[src/verilog/mf_route_pkg.sv]
/*
 * Shared constants and types for the multifunction terminal router:
 * register map, field positions, reset values, terminal function codes,
 * per-terminal permission masks and the zoomed-video line map.
 * Assumes a 32-bit AXI4-Lite register bus and an 8-terminal pin bank.
 */
package mf_route_pkg;

    // Terminal count and width of one routing selector
    localparam int unsigned TERM_N = 8;
    localparam int unsigned SEL_W = 4;

    // Functions a terminal can carry; the code is the enum ordinal
    typedef enum logic [SEL_W-1:0] {
        FN_GPI,      // General-purpose input, no drive
        FN_IRQ_A,    // First parallel interrupt, open drain
        FN_IRQ_B,    // Second parallel interrupt, open drain
        FN_DMA_REQ,  // Legacy DMA request output
        FN_DMA_GNT,  // Legacy DMA grant input
        FN_RING,     // Ring-indicate output
        FN_GPE,      // General-purpose event request
        FN_ZV_STAT,  // Zoomed-video active status
        FN_CFG_SEL,  // Configuration device-select input
        FN_RSVD      // High-impedance reserved input
    } func_t;

    // Which functions each terminal may take, one bit per func_t code
    localparam logic [15:0] ALLOW_T [TERM_N] = '{
        16'h02CB, 16'h02C5, 16'h02D1, 16'h02D1,
        16'h02C9, 16'h02C1, 16'h02C1, 16'h03E9
    };

    // Register byte offsets
    localparam logic [7:0] OFF_ROUTE = 8'h00;
    localparam logic [7:0] OFF_CTRL = 8'h04;
    localparam logic [7:0] OFF_STATUS = 8'h08;

    // Routing reset: terminal 7 config select, 4..6 reserved, 0..3 GPI
    localparam logic [31:0] ROUTE_RESET = 32'h8999_0000;

    // Control register fields
    localparam int unsigned CTRL_SERIAL = 0;  // 1: serialized interrupts
    localparam int unsigned CTRL_PME = 1;     // 1: dedicated pin shows PME
    localparam int unsigned CTRL_ZV = 2;      // 1: zoomed-video mode
    localparam int unsigned CTRL_GNT3 = 3;    // 1: grant on terminal 3
    localparam int unsigned CTRL_W = 4;
    localparam logic [CTRL_W-1:0] CTRL_RESET = 4'h0;

    // Status register fields
    localparam int unsigned STAT_GPI = 0;     // Eight GPI levels
    localparam int unsigned STAT_GNT = 8;     // Grant currently seen
    localparam int unsigned STAT_CFG = 9;     // Config select seen

    // Serial interrupt slot layout
    localparam int unsigned LEGACY_IRQ_N = 16;
    localparam int unsigned SLOT_IRQ_A = LEGACY_IRQ_N;
    localparam int unsigned SLOT_IRQ_B = LEGACY_IRQ_N + 1;
    localparam int unsigned SLOT_N = LEGACY_IRQ_N + 2;

    // AXI4-Lite responses
    localparam logic [1:0] RESP_OKAY = 2'h0;
    localparam logic [1:0] RESP_SLVERR = 2'h2;

    // Card interface line numbers reused in zoomed-video mode
    localparam int unsigned CARD_ADDR_W = 26;
    localparam int unsigned HSYNC_LINE = 10;
    localparam int unsigned VSYNC_LINE = 11;
    localparam int unsigned LUMA_LINE [8] = '{9, 17, 8, 18, 13, 19, 14, 20};
    localparam int unsigned CHROMA_LINE [8] =
        '{21, 22, 16, 23, 15, 24, 12, 25};

    // Drive requests from the internal functions toward the terminals
    typedef struct packed {
        logic irq_a;
        logic irq_b;
        logic dma_req;
        logic ring;
        logic general_purpose_event;
        logic zv_stat;
    } fn_drive_t;

    // One terminal's driven level and output enable
    typedef struct packed {
        logic out;
        logic oe;
    } term_pin_t;

    // Zoomed-video source from the card
    typedef struct packed {
        logic hsync;
        logic vsync;
        logic pclk;
        logic [7:0] luma;
        logic [7:0] chroma;
    } video_t;

endpackage : mf_route_pkg

[src/verilog/term_mux.sv]
/*
 * One multifunction terminal's output selector.
 * Assumes the selector is a registered routing field; purely combinational.
 */
`timescale 1ns/100ps
module term_mux
    import mf_route_pkg::*;
#(
    parameter logic [15:0] ALLOWED = 16'h02C1
) (
    input wire func_t sel,
    input wire fn_drive_t fn,
    input wire logic serial_mode,
    output term_pin_t pin
);

    // Selector is honoured only where this terminal permits it
    wire allowed = ALLOWED[sel];

    // Exactly one function owns the pin; inputs leave it undriven
    always_comb begin
        pin = '0;
        if (allowed) begin
            unique case (sel)
                // Open-drain: pull low only while asserted
                FN_IRQ_A: pin = '{out: 1'b0, oe: fn.irq_a & ~serial_mode};
                FN_IRQ_B: pin = '{out: 1'b0, oe: fn.irq_b & ~serial_mode};
                FN_DMA_REQ: pin = '{out: ~fn.dma_req, oe: 1'b1};
                FN_RING: pin = '{out: ~fn.ring, oe: 1'b1};
                FN_GPE: pin = '{out: ~fn.general_purpose_event, oe: 1'b1};
                FN_ZV_STAT: pin = '{out: fn.zv_stat, oe: 1'b1};
                // Input roles and unused codes leave the pin released
                default: pin = '0;
            endcase
        end
    end

endmodule : term_mux

[src/verilog/zv_map.sv]
/*
 * Zoomed-video lane mapper onto reused card address and width lines.
 * Assumes the card's normal values arrive from the slot logic.
 */
`timescale 1ns/100ps
module zv_map
    import mf_route_pkg::*;
(
    input wire logic zv_enable,
    input wire video_t video,
    input wire logic [CARD_ADDR_W-1:0] addr_normal,
    input wire logic width16_normal,
    output logic [CARD_ADDR_W-1:0] addr_line,
    output logic width16_line
);

    // Overlay video lanes on the address bus while the mode is on
    always_comb begin
        addr_line = addr_normal;
        width16_line = width16_normal;
        if (zv_enable) begin
            addr_line[HSYNC_LINE] = video.hsync;
            addr_line[VSYNC_LINE] = video.vsync;
            width16_line = video.pclk;
            for (int i = 0; i < 8; i++) begin
                addr_line[LUMA_LINE[i]] = video.luma[i];
                addr_line[CHROMA_LINE[i]] = video.chroma[i];
            end
        end
    end

endmodule : zv_map

[src/verilog/mf_route_top.sv]
/*
 * Multifunction terminal router with AXI4-Lite register access.
 * Assumes one clock, synchronous inputs, and that the host DMA logic
 * drives the grant pin and the card slot supplies its normal lines.
 */
// Operation
// Terminal 0 can carry first parallel interrupt
// Terminal 0 is a GPI after reset
// Terminal 1 can carry second parallel interrupt
// Terminal 1 is a GPI after reset
// PCI interrupts may ride the serial stream
// Routing register assigns secondary terminal functions
// Secondary function withdraws terminal from routing
// Dedicated pin shows ring or power event
// Ring indicate may go to terminal 7
// Host drives grant to hand over DMA
// Grant accepted on terminal 2 or 3
// Device asserts DMA request for transfers
// DMA request on terminal 7, 4 or 0
// Horizontal sync on address line 10
// Vertical sync on address line 11
// Pixel clock on 16-bit I/O line
// Luma and chroma on reused address lines
// Terminals 4 to 6 reset reserved inputs
// Terminal 7 defaults to config device select
// Routing is clocked and resets to default
// One owner per terminal at any time
`timescale 1ns/100ps
module mf_route_top
    import mf_route_pkg::*;
#(
    parameter int unsigned ADDR_W = 8
) (
    input wire logic clk_sys,
    input wire logic rst,
    // AXI4-Lite slave
    input wire logic [ADDR_W-1:0] s_axi_awaddr,
    input wire logic s_axi_awvalid,
    output logic s_axi_awready,
    input wire logic [31:0] s_axi_wdata,
    input wire logic [3:0] s_axi_wstrb,
    input wire logic s_axi_wvalid,
    output logic s_axi_wready,
    output logic [1:0] s_axi_bresp,
    output logic s_axi_bvalid,
    input wire logic s_axi_bready,
    input wire logic [ADDR_W-1:0] s_axi_araddr,
    input wire logic s_axi_arvalid,
    output logic s_axi_arready,
    output logic [31:0] s_axi_rdata,
    output logic [1:0] s_axi_rresp,
    output logic s_axi_rvalid,
    input wire logic s_axi_rready,
    // Internal function requests
    input wire fn_drive_t fn_req,
    input wire logic [LEGACY_IRQ_N-1:0] legacy_irq,
    input wire logic pme_event,
    input wire video_t video,
    input wire logic [CARD_ADDR_W-1:0] card_addr_normal,
    input wire logic card_width16_normal,
    // Terminal bank
    input wire logic [TERM_N-1:0] multi_terminal_in,
    output logic [TERM_N-1:0] multi_terminal_out,
    output logic [TERM_N-1:0] multi_terminal_oe,
    // Function outputs
    output logic ring_indicate_out,
    output logic legacy_dma_grant,
    output logic config_device_select,
    output logic [SLOT_N-1:0] serial_irq_slots,
    output logic [CARD_ADDR_W-1:0] card_addr_line,
    output logic card_io_width16_line
);

    // Selector of terminal i out of the routing word
    function automatic func_t sel_of(input logic [31:0] r, input int i);
        sel_of = func_t'(r[i*SEL_W +: SEL_W]);
    endfunction : sel_of

    // Word-aligned register hit for a byte address
    function automatic logic hit(input logic [ADDR_W-1:0] a,
                                 input logic [7:0] off);
        hit = ({a[ADDR_W-1:2], 2'b00} == ADDR_W'(off));
    endfunction : hit

    // Byte-lane merge of a write into an old value
    function automatic logic [31:0] merge(input logic [31:0] old,
                                          input logic [31:0] d,
                                          input logic [3:0] s);
        for (int b = 0; b < 4; b++) begin
            old[b*8 +: 8] = s[b] ? d[b*8 +: 8] : old[b*8 +: 8];
        end
        merge = old;
    endfunction : merge

    // Software state
    logic [31:0] route;           // Nibble per terminal
    logic [CTRL_W-1:0] ctrl;      // Mode bits

    // Write channel holding registers
    logic aw_held;
    logic w_held;
    logic [ADDR_W-1:0] aw_addr;
    logic [31:0] w_data;
    logic [3:0] w_strb;

    // Mode decode
    wire serial_mode = ctrl[CTRL_SERIAL];
    wire pme_mode = ctrl[CTRL_PME];
    wire zv_enable = ctrl[CTRL_ZV];
    wire grant_on_t3 = ctrl[CTRL_GNT3];

    // Terminal selectors and input views
    func_t sel [TERM_N];
    term_pin_t next_pin [TERM_N];
    logic [TERM_N-1:0] gpi_level;

    // Each terminal gets its own selector, so no pin has two sources
    for (genvar g = 0; g < TERM_N; g++) begin : g_term
        assign sel[g] = sel_of(route, g);
        // Only a terminal left in GPI mode reports its level
        assign gpi_level[g] = multi_terminal_in[g] & (sel[g] == FN_GPI);
        term_mux #(
            .ALLOWED(ALLOW_T[g])
        ) u_mux (
            .sel(sel[g]),
            .fn(fn_req),
            .serial_mode(serial_mode),
            .pin(next_pin[g])
        );
    end

    // Grant is active low on terminal 2 or 3, whichever the CTRL_GNT3 bit picks
    wire gnt_t2 = (sel[2] == FN_DMA_GNT) & ~grant_on_t3;
    wire gnt_t3 = (sel[3] == FN_DMA_GNT) & grant_on_t3;
    wire next_grant = (gnt_t2 & ~multi_terminal_in[2]) |
                      (gnt_t3 & ~multi_terminal_in[3]);
    wire next_cfg = (sel[7] == FN_CFG_SEL) & multi_terminal_in[7];
    // Dedicated pin shows either event, chosen by the mode bit
    wire next_ring = pme_mode ? pme_event : fn_req.ring;
    // PCI interrupts join the serial slots only in serial mode
    wire [SLOT_N-1:0] next_slots = {fn_req.irq_b & serial_mode,
                                    fn_req.irq_a & serial_mode,
                                    legacy_irq};

    // Zoomed-video overlay
    logic [CARD_ADDR_W-1:0] next_addr;
    logic next_width16;
    zv_map u_zv (
        .zv_enable(zv_enable),
        .video(video),
        .addr_normal(card_addr_normal),
        .width16_normal(card_width16_normal),
        .addr_line(next_addr),
        .width16_line(next_width16)
    );

    // Bus write decode
    wire do_write = aw_held & w_held & ~s_axi_bvalid;
    wire wr_route = hit(aw_addr, OFF_ROUTE);
    wire wr_ctrl = hit(aw_addr, OFF_CTRL);
    wire wr_status = hit(aw_addr, OFF_STATUS);
    wire wr_ok = wr_route | wr_ctrl | wr_status;
    wire [31:0] ctrl_word = {{(32-CTRL_W){1'b0}}, ctrl};
    wire [31:0] route_wr = merge(route, w_data, w_strb);
    wire [31:0] ctrl_wr = merge(ctrl_word, w_data, w_strb);

    // Bus read decode
    wire rd_take = s_axi_arvalid & s_axi_arready;
    wire rd_route = hit(s_axi_araddr, OFF_ROUTE);
    wire rd_ctrl = hit(s_axi_araddr, OFF_CTRL);
    wire rd_status = hit(s_axi_araddr, OFF_STATUS);
    wire [31:0] status_word = ({{(32-TERM_N){1'b0}}, gpi_level}
                               << STAT_GPI) |
                              (32'(legacy_dma_grant) << STAT_GNT) |
                              (32'(config_device_select) << STAT_CFG);
    wire [31:0] next_rdata = rd_route ? route :
                             rd_ctrl ? ctrl_word :
                             rd_status ? status_word : 32'h0000_0000;
    wire rd_ok = rd_route | rd_ctrl | rd_status;

    // Routing and mode registers; new routing takes hold next edge
    always_ff @(posedge clk_sys) begin
        if (rst) begin
            route <= ROUTE_RESET;
            ctrl <= CTRL_RESET;
        end else if (do_write) begin
            if (wr_route) begin
                route <= route_wr;
            end
            if (wr_ctrl) begin
                ctrl <= ctrl_wr[CTRL_W-1:0];
            end
        end
    end

    // Write address and data are caught independently, in any order
    always_ff @(posedge clk_sys) begin
        if (rst) begin
            aw_held <= 1'b0;
            w_held <= 1'b0;
            aw_addr <= '0;
            w_data <= '0;
            w_strb <= '0;
        end else if (do_write) begin
            aw_held <= 1'b0;
            w_held <= 1'b0;
        end else begin
            if (s_axi_awvalid & s_axi_awready) begin
                aw_held <= 1'b1;
                aw_addr <= s_axi_awaddr;
            end
            if (s_axi_wvalid & s_axi_wready) begin
                w_held <= 1'b1;
                w_data <= s_axi_wdata;
                w_strb <= s_axi_wstrb;
            end
        end
    end

    // Readies are registered; each drops once its half is held
    always_ff @(posedge clk_sys) begin
        if (rst) begin
            s_axi_awready <= 1'b0;
            s_axi_wready <= 1'b0;
            s_axi_arready <= 1'b0;
        end else begin
            s_axi_awready <= ~(aw_held | (s_axi_awvalid & s_axi_awready)) &
                             ~do_write & ~s_axi_bvalid;
            s_axi_wready <= ~(w_held | (s_axi_wvalid & s_axi_wready)) &
                            ~do_write & ~s_axi_bvalid;
            s_axi_arready <= ~s_axi_rvalid & ~rd_take;
        end
    end

    // Write response: status-register writes are ignored but okay
    always_ff @(posedge clk_sys) begin
        if (rst) begin
            s_axi_bvalid <= 1'b0;
            s_axi_bresp <= RESP_OKAY;
        end else if (do_write) begin
            s_axi_bvalid <= 1'b1;
            s_axi_bresp <= wr_ok ? RESP_OKAY : RESP_SLVERR;
        end else if (s_axi_bready) begin
            s_axi_bvalid <= 1'b0;
        end
    end

    // Read response; unmapped addresses read zero with an error
    always_ff @(posedge clk_sys) begin
        if (rst) begin
            s_axi_rvalid <= 1'b0;
            s_axi_rdata <= '0;
            s_axi_rresp <= RESP_OKAY;
        end else if (rd_take) begin
            s_axi_rvalid <= 1'b1;
            s_axi_rdata <= next_rdata;
            s_axi_rresp <= rd_ok ? RESP_OKAY : RESP_SLVERR;
        end else if (s_axi_rready) begin
            s_axi_rvalid <= 1'b0;
        end
    end

    // Terminal and function outputs, all registered
    always_ff @(posedge clk_sys) begin
        if (rst) begin
            multi_terminal_out <= '0;
            multi_terminal_oe <= '0;
            ring_indicate_out <= 1'b0;
            legacy_dma_grant <= 1'b0;
            config_device_select <= 1'b0;
            serial_irq_slots <= '0;
            card_addr_line <= '0;
            card_io_width16_line <= 1'b0;
        end else begin
            for (int i = 0; i < TERM_N; i++) begin
                multi_terminal_out[i] <= next_pin[i].out;
                multi_terminal_oe[i] <= next_pin[i].oe;
            end
            ring_indicate_out <= next_ring;
            legacy_dma_grant <= next_grant;
            config_device_select <= next_cfg;
            serial_irq_slots <= next_slots;
            card_addr_line <= next_addr;
            card_io_width16_line <= next_width16;
        end
    end
endmodule : mf_route_top

[config.mk]
export PLATFORM = sky130hd
export DESIGN_NAME = mf_route_top
export DESIGN_NICKNAME = d
export VERILOG_FILES = /design/src/verilog/mf_route_pkg.sv /design/src/verilog/term_mux.sv /design/src/verilog/zv_map.sv /design/src/verilog/mf_route_top.sv
export SDC_FILE = /design/constraint.sdc
export NUM_CORES = 1
export LEC_CHECK = 0
export ABC_AREA = 0
export BUFFER_PORTS_ARGS = -buffer_cell sky130_fd_sc_hd__buf_2
export CELL_PAD_IN_SITES_DETAIL_PLACEMENT = 1
export CELL_PAD_IN_SITES_GLOBAL_PLACEMENT = 1
export CORE_ASPECT_RATIO = 0.7
export CORE_MARGIN = 8
export CORE_UTILIZATION = 42
export CTS_BUF_LIST = sky130_fd_sc_hd__clkbuf_8
export DETAILED_ROUTE_END_ITERATION = 8
export PLACE_DENSITY = 0.87
export SLEW_MARGIN = 20
export SYNTH_ARGS = -nofsm -noshare
export SYNTH_HDL_FRONTEND = slang
export SYNTH_SLANG_ARGS = --single-unit
[constraint.sdc]
create_clock -name clk_sys -period 6.3 [get_ports clk_sys]
set_input_delay 0.63 -clock clk_sys [delete_from_list [all_inputs] [get_ports clk_sys]]
set_output_delay 0.63 -clock clk_sys [all_outputs]
set_load 0.005 [all_outputs]
==> results.sh <==
export IMPL_run_status="finished clean"
export IMPL_tritoncts="done"
export IMPL_layout_min_cycle_time_ns=3.10
export IMPL_timing_rr_start="aw_addr[4]"
export IMPL_cts_hold_repair_buffers=0
export IMPL_clock_sinks=191
export IMPL_worst_path_max_fanout=18
export IMPL_finalSetupViolations=0
export IMPL_drt_pre_antenna_iters=4
export IMPL_power_leakage_nw=3.93
export IMPL_syn_area_per_cell_um2=8.70
export IMPL_cts_setup_buffers=0
export IMPL_worst_hold_slack_ns=0.363
export IMPL_holdCritStartpoint="legacy_irq[3]"
export IMPL_avgViaCountPerCell=5.22
export IMPL_layout_setup_ws_ns=3.20
export IMPL_wl_um=24500
export IMPL_ctsLongestPathBuffers=2
export IMPL_vdd_ir_drop_max_mv=0.132
export IMPL_min_path_cells=2
export IMPL_hold_path_endpoint="serial_irq_slots[3]"
export IMPL_clock_root_buffer="sky130_fd_sc_hd__clkbuf_8"
export IMPL_power_density_mw_per_mm2=247
export IMPL_post_drt_wl_per_cell_um=18.5
export IMPL_worst_setup_slack_after_placement_ns=3.24
export IMPL_portBuffers=234
export IMPL_postCtsResizedCells=0
export IMPL_dr_first_iter_drc_count=399
export IMPL_die_y_um=130
export IMPL_globalRouteMet2Util_pct=32.2
export IMPL_grt_setup_unrepaired="no"
export IMPL_seq_cell_area_mm2=0.00382
export IMPL_insertedDiodeCount=0
export IMPL_setup_worst_path_class="register to register"
export IMPL_filler_cell_count=2244
export IMPL_synthDominantAreaCellType="sky130_fd_sc_hd__dfxtp_1"
export IMPL_worst_r2r_path_depth=8
export IMPL_worst_hold_path_type="input port to register"
export IMPL_fp_row_count=41
export IMPL_drcViolationCount=0
export IMPL_first_global_vias=6989
export IMPL_fin_total_pwr_mw=2.32
export IMPL_global_routing_met3_resource_utilization_pct=4.36
export IMPL_asyncSetResetFlopFracSynth_pct=0
export IMPL_initial_antenna_violation_count=0
export IMPL_cts_buffers_inserted=17
export IMPL_transition_at_the_pin_with_the_smallest_max_transition_slack_ns=1.01
export IMPL_most_common_layout_cells="sky130_fd_sc_hd__buf_2 (233), sky130_fd_sc_hd__dfxtp_1 (190), sky130_fd_sc_hd__nand2_1 (117)"
export IMPL_global_route_overflow_total=0
export IMPL_gpl_wtd_cong=0.774
export IMPL_fin_worst_skew_ns=0.0190
export IMPL_netlist_cell_type_count=57
export IMPL_busiest_grt_layer="met2"
export IMPL_fin_util_pct=52.0
export IMPL_first_pass_grt_wire_length_um=37600
export IMPL_final_report_hold_violation_count=0
export IMPL_r2r_end="g_term[4].u_mux.allowed"
export IMPL_setup_worst_path_start_class="register"
export IMPL_critical_path_arrival_ns=3.46
export IMPL_end_kind="register"
export IMPL_synth_area_leaders="sky130_fd_sc_hd__dfxtp_1 (49%), sky130_fd_sc_hd__mux2i_1 (7.3%), sky130_fd_sc_hd__nand2_1 (5.6%)"
export IMPL_mostFrequentLayoutCell="sky130_fd_sc_hd__buf_2"
export IMPL_clock_latency_ns=0.47
export IMPL_largest_net_degree_at_the_start_of_global_routing=123
export IMPL_final_antenna_net_count=0
export IMPL_synth_seq_area_share_pct=49.2
export IMPL_final_period_utilization_pct=49.3
export IMPL_ys_seq_elements=191
export IMPL_hpwl_um=17900
export IMPL_initial_utilization_pct=43.1
export IMPL_setup_total_negative_slack_ns=0
export IMPL_fp_dieArea_mm2=0.0232
export IMPL_drv_slew=0
export IMPL_num_vias=6927
export IMPL_cts_max_level=4
export IMPL_synth_largest_type_area_fraction_pct=49.2
export IMPL_overall_die_width_um=179
export IMPL_netlist_instances=894
export IMPL_synth_warnings=0
export IMPL_timing_max_slew_rel_slack_pct=31.8
export IMPL_nNetsFinal=1216
export IMPL_mappedNetlistArea_mm2=0.00777
export IMPL_ys_flop_type="sky130_fd_sc_hd__dfxtp_1"
export IMPL_critPathRequiredTime_ns=6.65
export IMPL_io_pin_count=241
export IMPL_worst_setup_hold_path_clk_slew_ns=0.10
export IMPL_design_core_area_mm2=0.0181
export IMPL_area_delta_synth_final_pct=20.8
export IMPL_synth_edf_count=0
export IMPL_grt_util_met1_pct=28.4
export IMPL_layout_cell_share_with_drive_strength_beyond_1_pct=26.3
export IMPL_ff2ff_setup_slack_ns=3.20
export IMPL_grt_util_overall_pct=20.5
export IMPL_cap_viol_max_count=0
export IMPL_fmax_ghz=0.322
export IMPL_footprint_of_the_multi_input_gates_mm2=0.00356
-- state kept, by name, indices dropped and copies added, names as in the netlist, 4 cells and up --
| name | flops |
|---|---|
| s_axi_rdata | 32 |
| multi_terminal_out | 8 |
| serial_irq_slots | 18 |
| ctrl | 4 |
| multi_terminal_oe | 8 |
| route | 32 |
| g_term.u_mux.allowed | 8 |
| w_data | 32 |
| w_strb | 4 |
| card_addr_line | 26 |
| aw_addr | 6 |
-- synthesized netlist by cell type (4+ instances only) --
| library cell | instances |
|---|---|
| sky130_fd_sc_hd__or2_2 | 4 |
| sky130_fd_sc_hd__a311oi_1 | 6 |
| sky130_fd_sc_hd__nand2b_1 | 14 |
| sky130_fd_sc_hd__nor3_1 | 20 |
| sky130_fd_sc_hd__buf_1 | 5 |
| sky130_fd_sc_hd__xor2_1 | 4 |
| sky130_fd_sc_hd__mux2i_1 | 57 |
| sky130_fd_sc_hd__a21oi_1 | 83 |
| sky130_fd_sc_hd__nand2_1 | 117 |
| sky130_fd_sc_hd__o211ai_1 | 9 |
| sky130_fd_sc_hd__nor2b_1 | 41 |
| sky130_fd_sc_hd__nand3_1 | 32 |
| sky130_fd_sc_hd__a32oi_1 | 4 |
| sky130_fd_sc_hd__nor4_1 | 5 |
| sky130_fd_sc_hd__nor2_1 | 102 |
| sky130_fd_sc_hd__inv_1 | 18 |
| sky130_fd_sc_hd__buf_4 | 4 |
| sky130_fd_sc_hd__clkbuf_1 | 54 |
| sky130_fd_sc_hd__dfxtp_1 | 191 |
| sky130_fd_sc_hd__and2_1 | 4 |
| sky130_fd_sc_hd__a211oi_1 | 8 |
| sky130_fd_sc_hd__buf_2 | 9 |
| sky130_fd_sc_hd__a221oi_1 | 10 |
| sky130_fd_sc_hd__nand3b_1 | 5 |
| sky130_fd_sc_hd__and3_1 | 5 |
| sky130_fd_sc_hd__nand4_1 | 5 |
| sky130_fd_sc_hd__a211o_1 | 11 |
| sky130_fd_sc_hd__o21ai_0 | 18 |
| sky130_fd_sc_hd__nor3b_1 | 9 |
-- worst max-delay path by stage --
stage | end | slack [ns] | startpoint | depth (start not counted)
floorplan | g_term[4].u_mux.allowed | 3.74 | aw_addr[4] | 8
global placement | g_term[4].u_mux.allowed | 3.28 | aw_addr[4] | 8
detailed placement | g_term[4].u_mux.allowed | 3.24 | aw_addr[4] | 8
CTS | g_term[4].u_mux.allowed | 3.19 | aw_addr[4] | 8
global route | g_term[4].u_mux.allowed | 3.02 | aw_addr[4] | 8
finish | g_term[4].u_mux.allowed | 3.20 | aw_addr[4] | 8
-- power breakdown --
part / switching [mW] / internal, mW
Clock: 0.448 / 0.415
Sequential: 0.0242 / 1.24
Combinational: 0.108 / 0.0816
Total: 0.580 / 1.74
-- cell type report --
cell class                 instances  share of cell area [%]
multi-input combinational        611                    37.9
tap                              236                    3.14
inverter                          18                   0.719
sequential                       191                    40.7
clock buffer                      19                    2.78
timing repair buffer             239                    13.0
clock inverter                    13                    1.72
-- routing by layer --
metal  up-vias  share of wire, %
met4         0              0.85
met5         -                 0
met2       179                45
li1       3409                 -
met1      3325                47
met3        14               7.1
-- per-stage QoR --
step	cell area, um2	std cells
CTS	9380	1326
finish	9390	1327
floorplan	7780	895
detailed placement	8950	1294
global placement	8950	1294
global route	9390	1327
-- cells by family (layout without fill, tap and decap cells) --
logic type                 after synthesis  in the layout  share of synthesized area [%]
and+or+nand+nor                        380            380                           24.0
DFF                                    191            191                           49.2
AOI/OAI and AO/OA                      162            162                           13.0
buffers and inverters                   93            289                           5.12
muxes                                   60             60                           7.77
xor gates and xnor gates                 5              5                          0.563
adders and majority gates                2              2                          0.322
other                                    1              2                         0.0482
-- worst max-delay path: stages (launching register included) --
cell and delay [ns]:
sky130_fd_sc_hd__dfxtp_1 0.35, sky130_fd_sc_hd__nor4_4 0.52, sky130_fd_sc_hd__nand4_2 0.60, sky130_fd_sc_hd__mux2i_1 0.27
sky130_fd_sc_hd__or2_2 0.30, sky130_fd_sc_hd__ha_1 0.30, sky130_fd_sc_hd__mux2_2 0.27, sky130_fd_sc_hd__and3_1 0.16
sky130_fd_sc_hd__a211o_1 0.22
(Power assumes the default switching activity.)
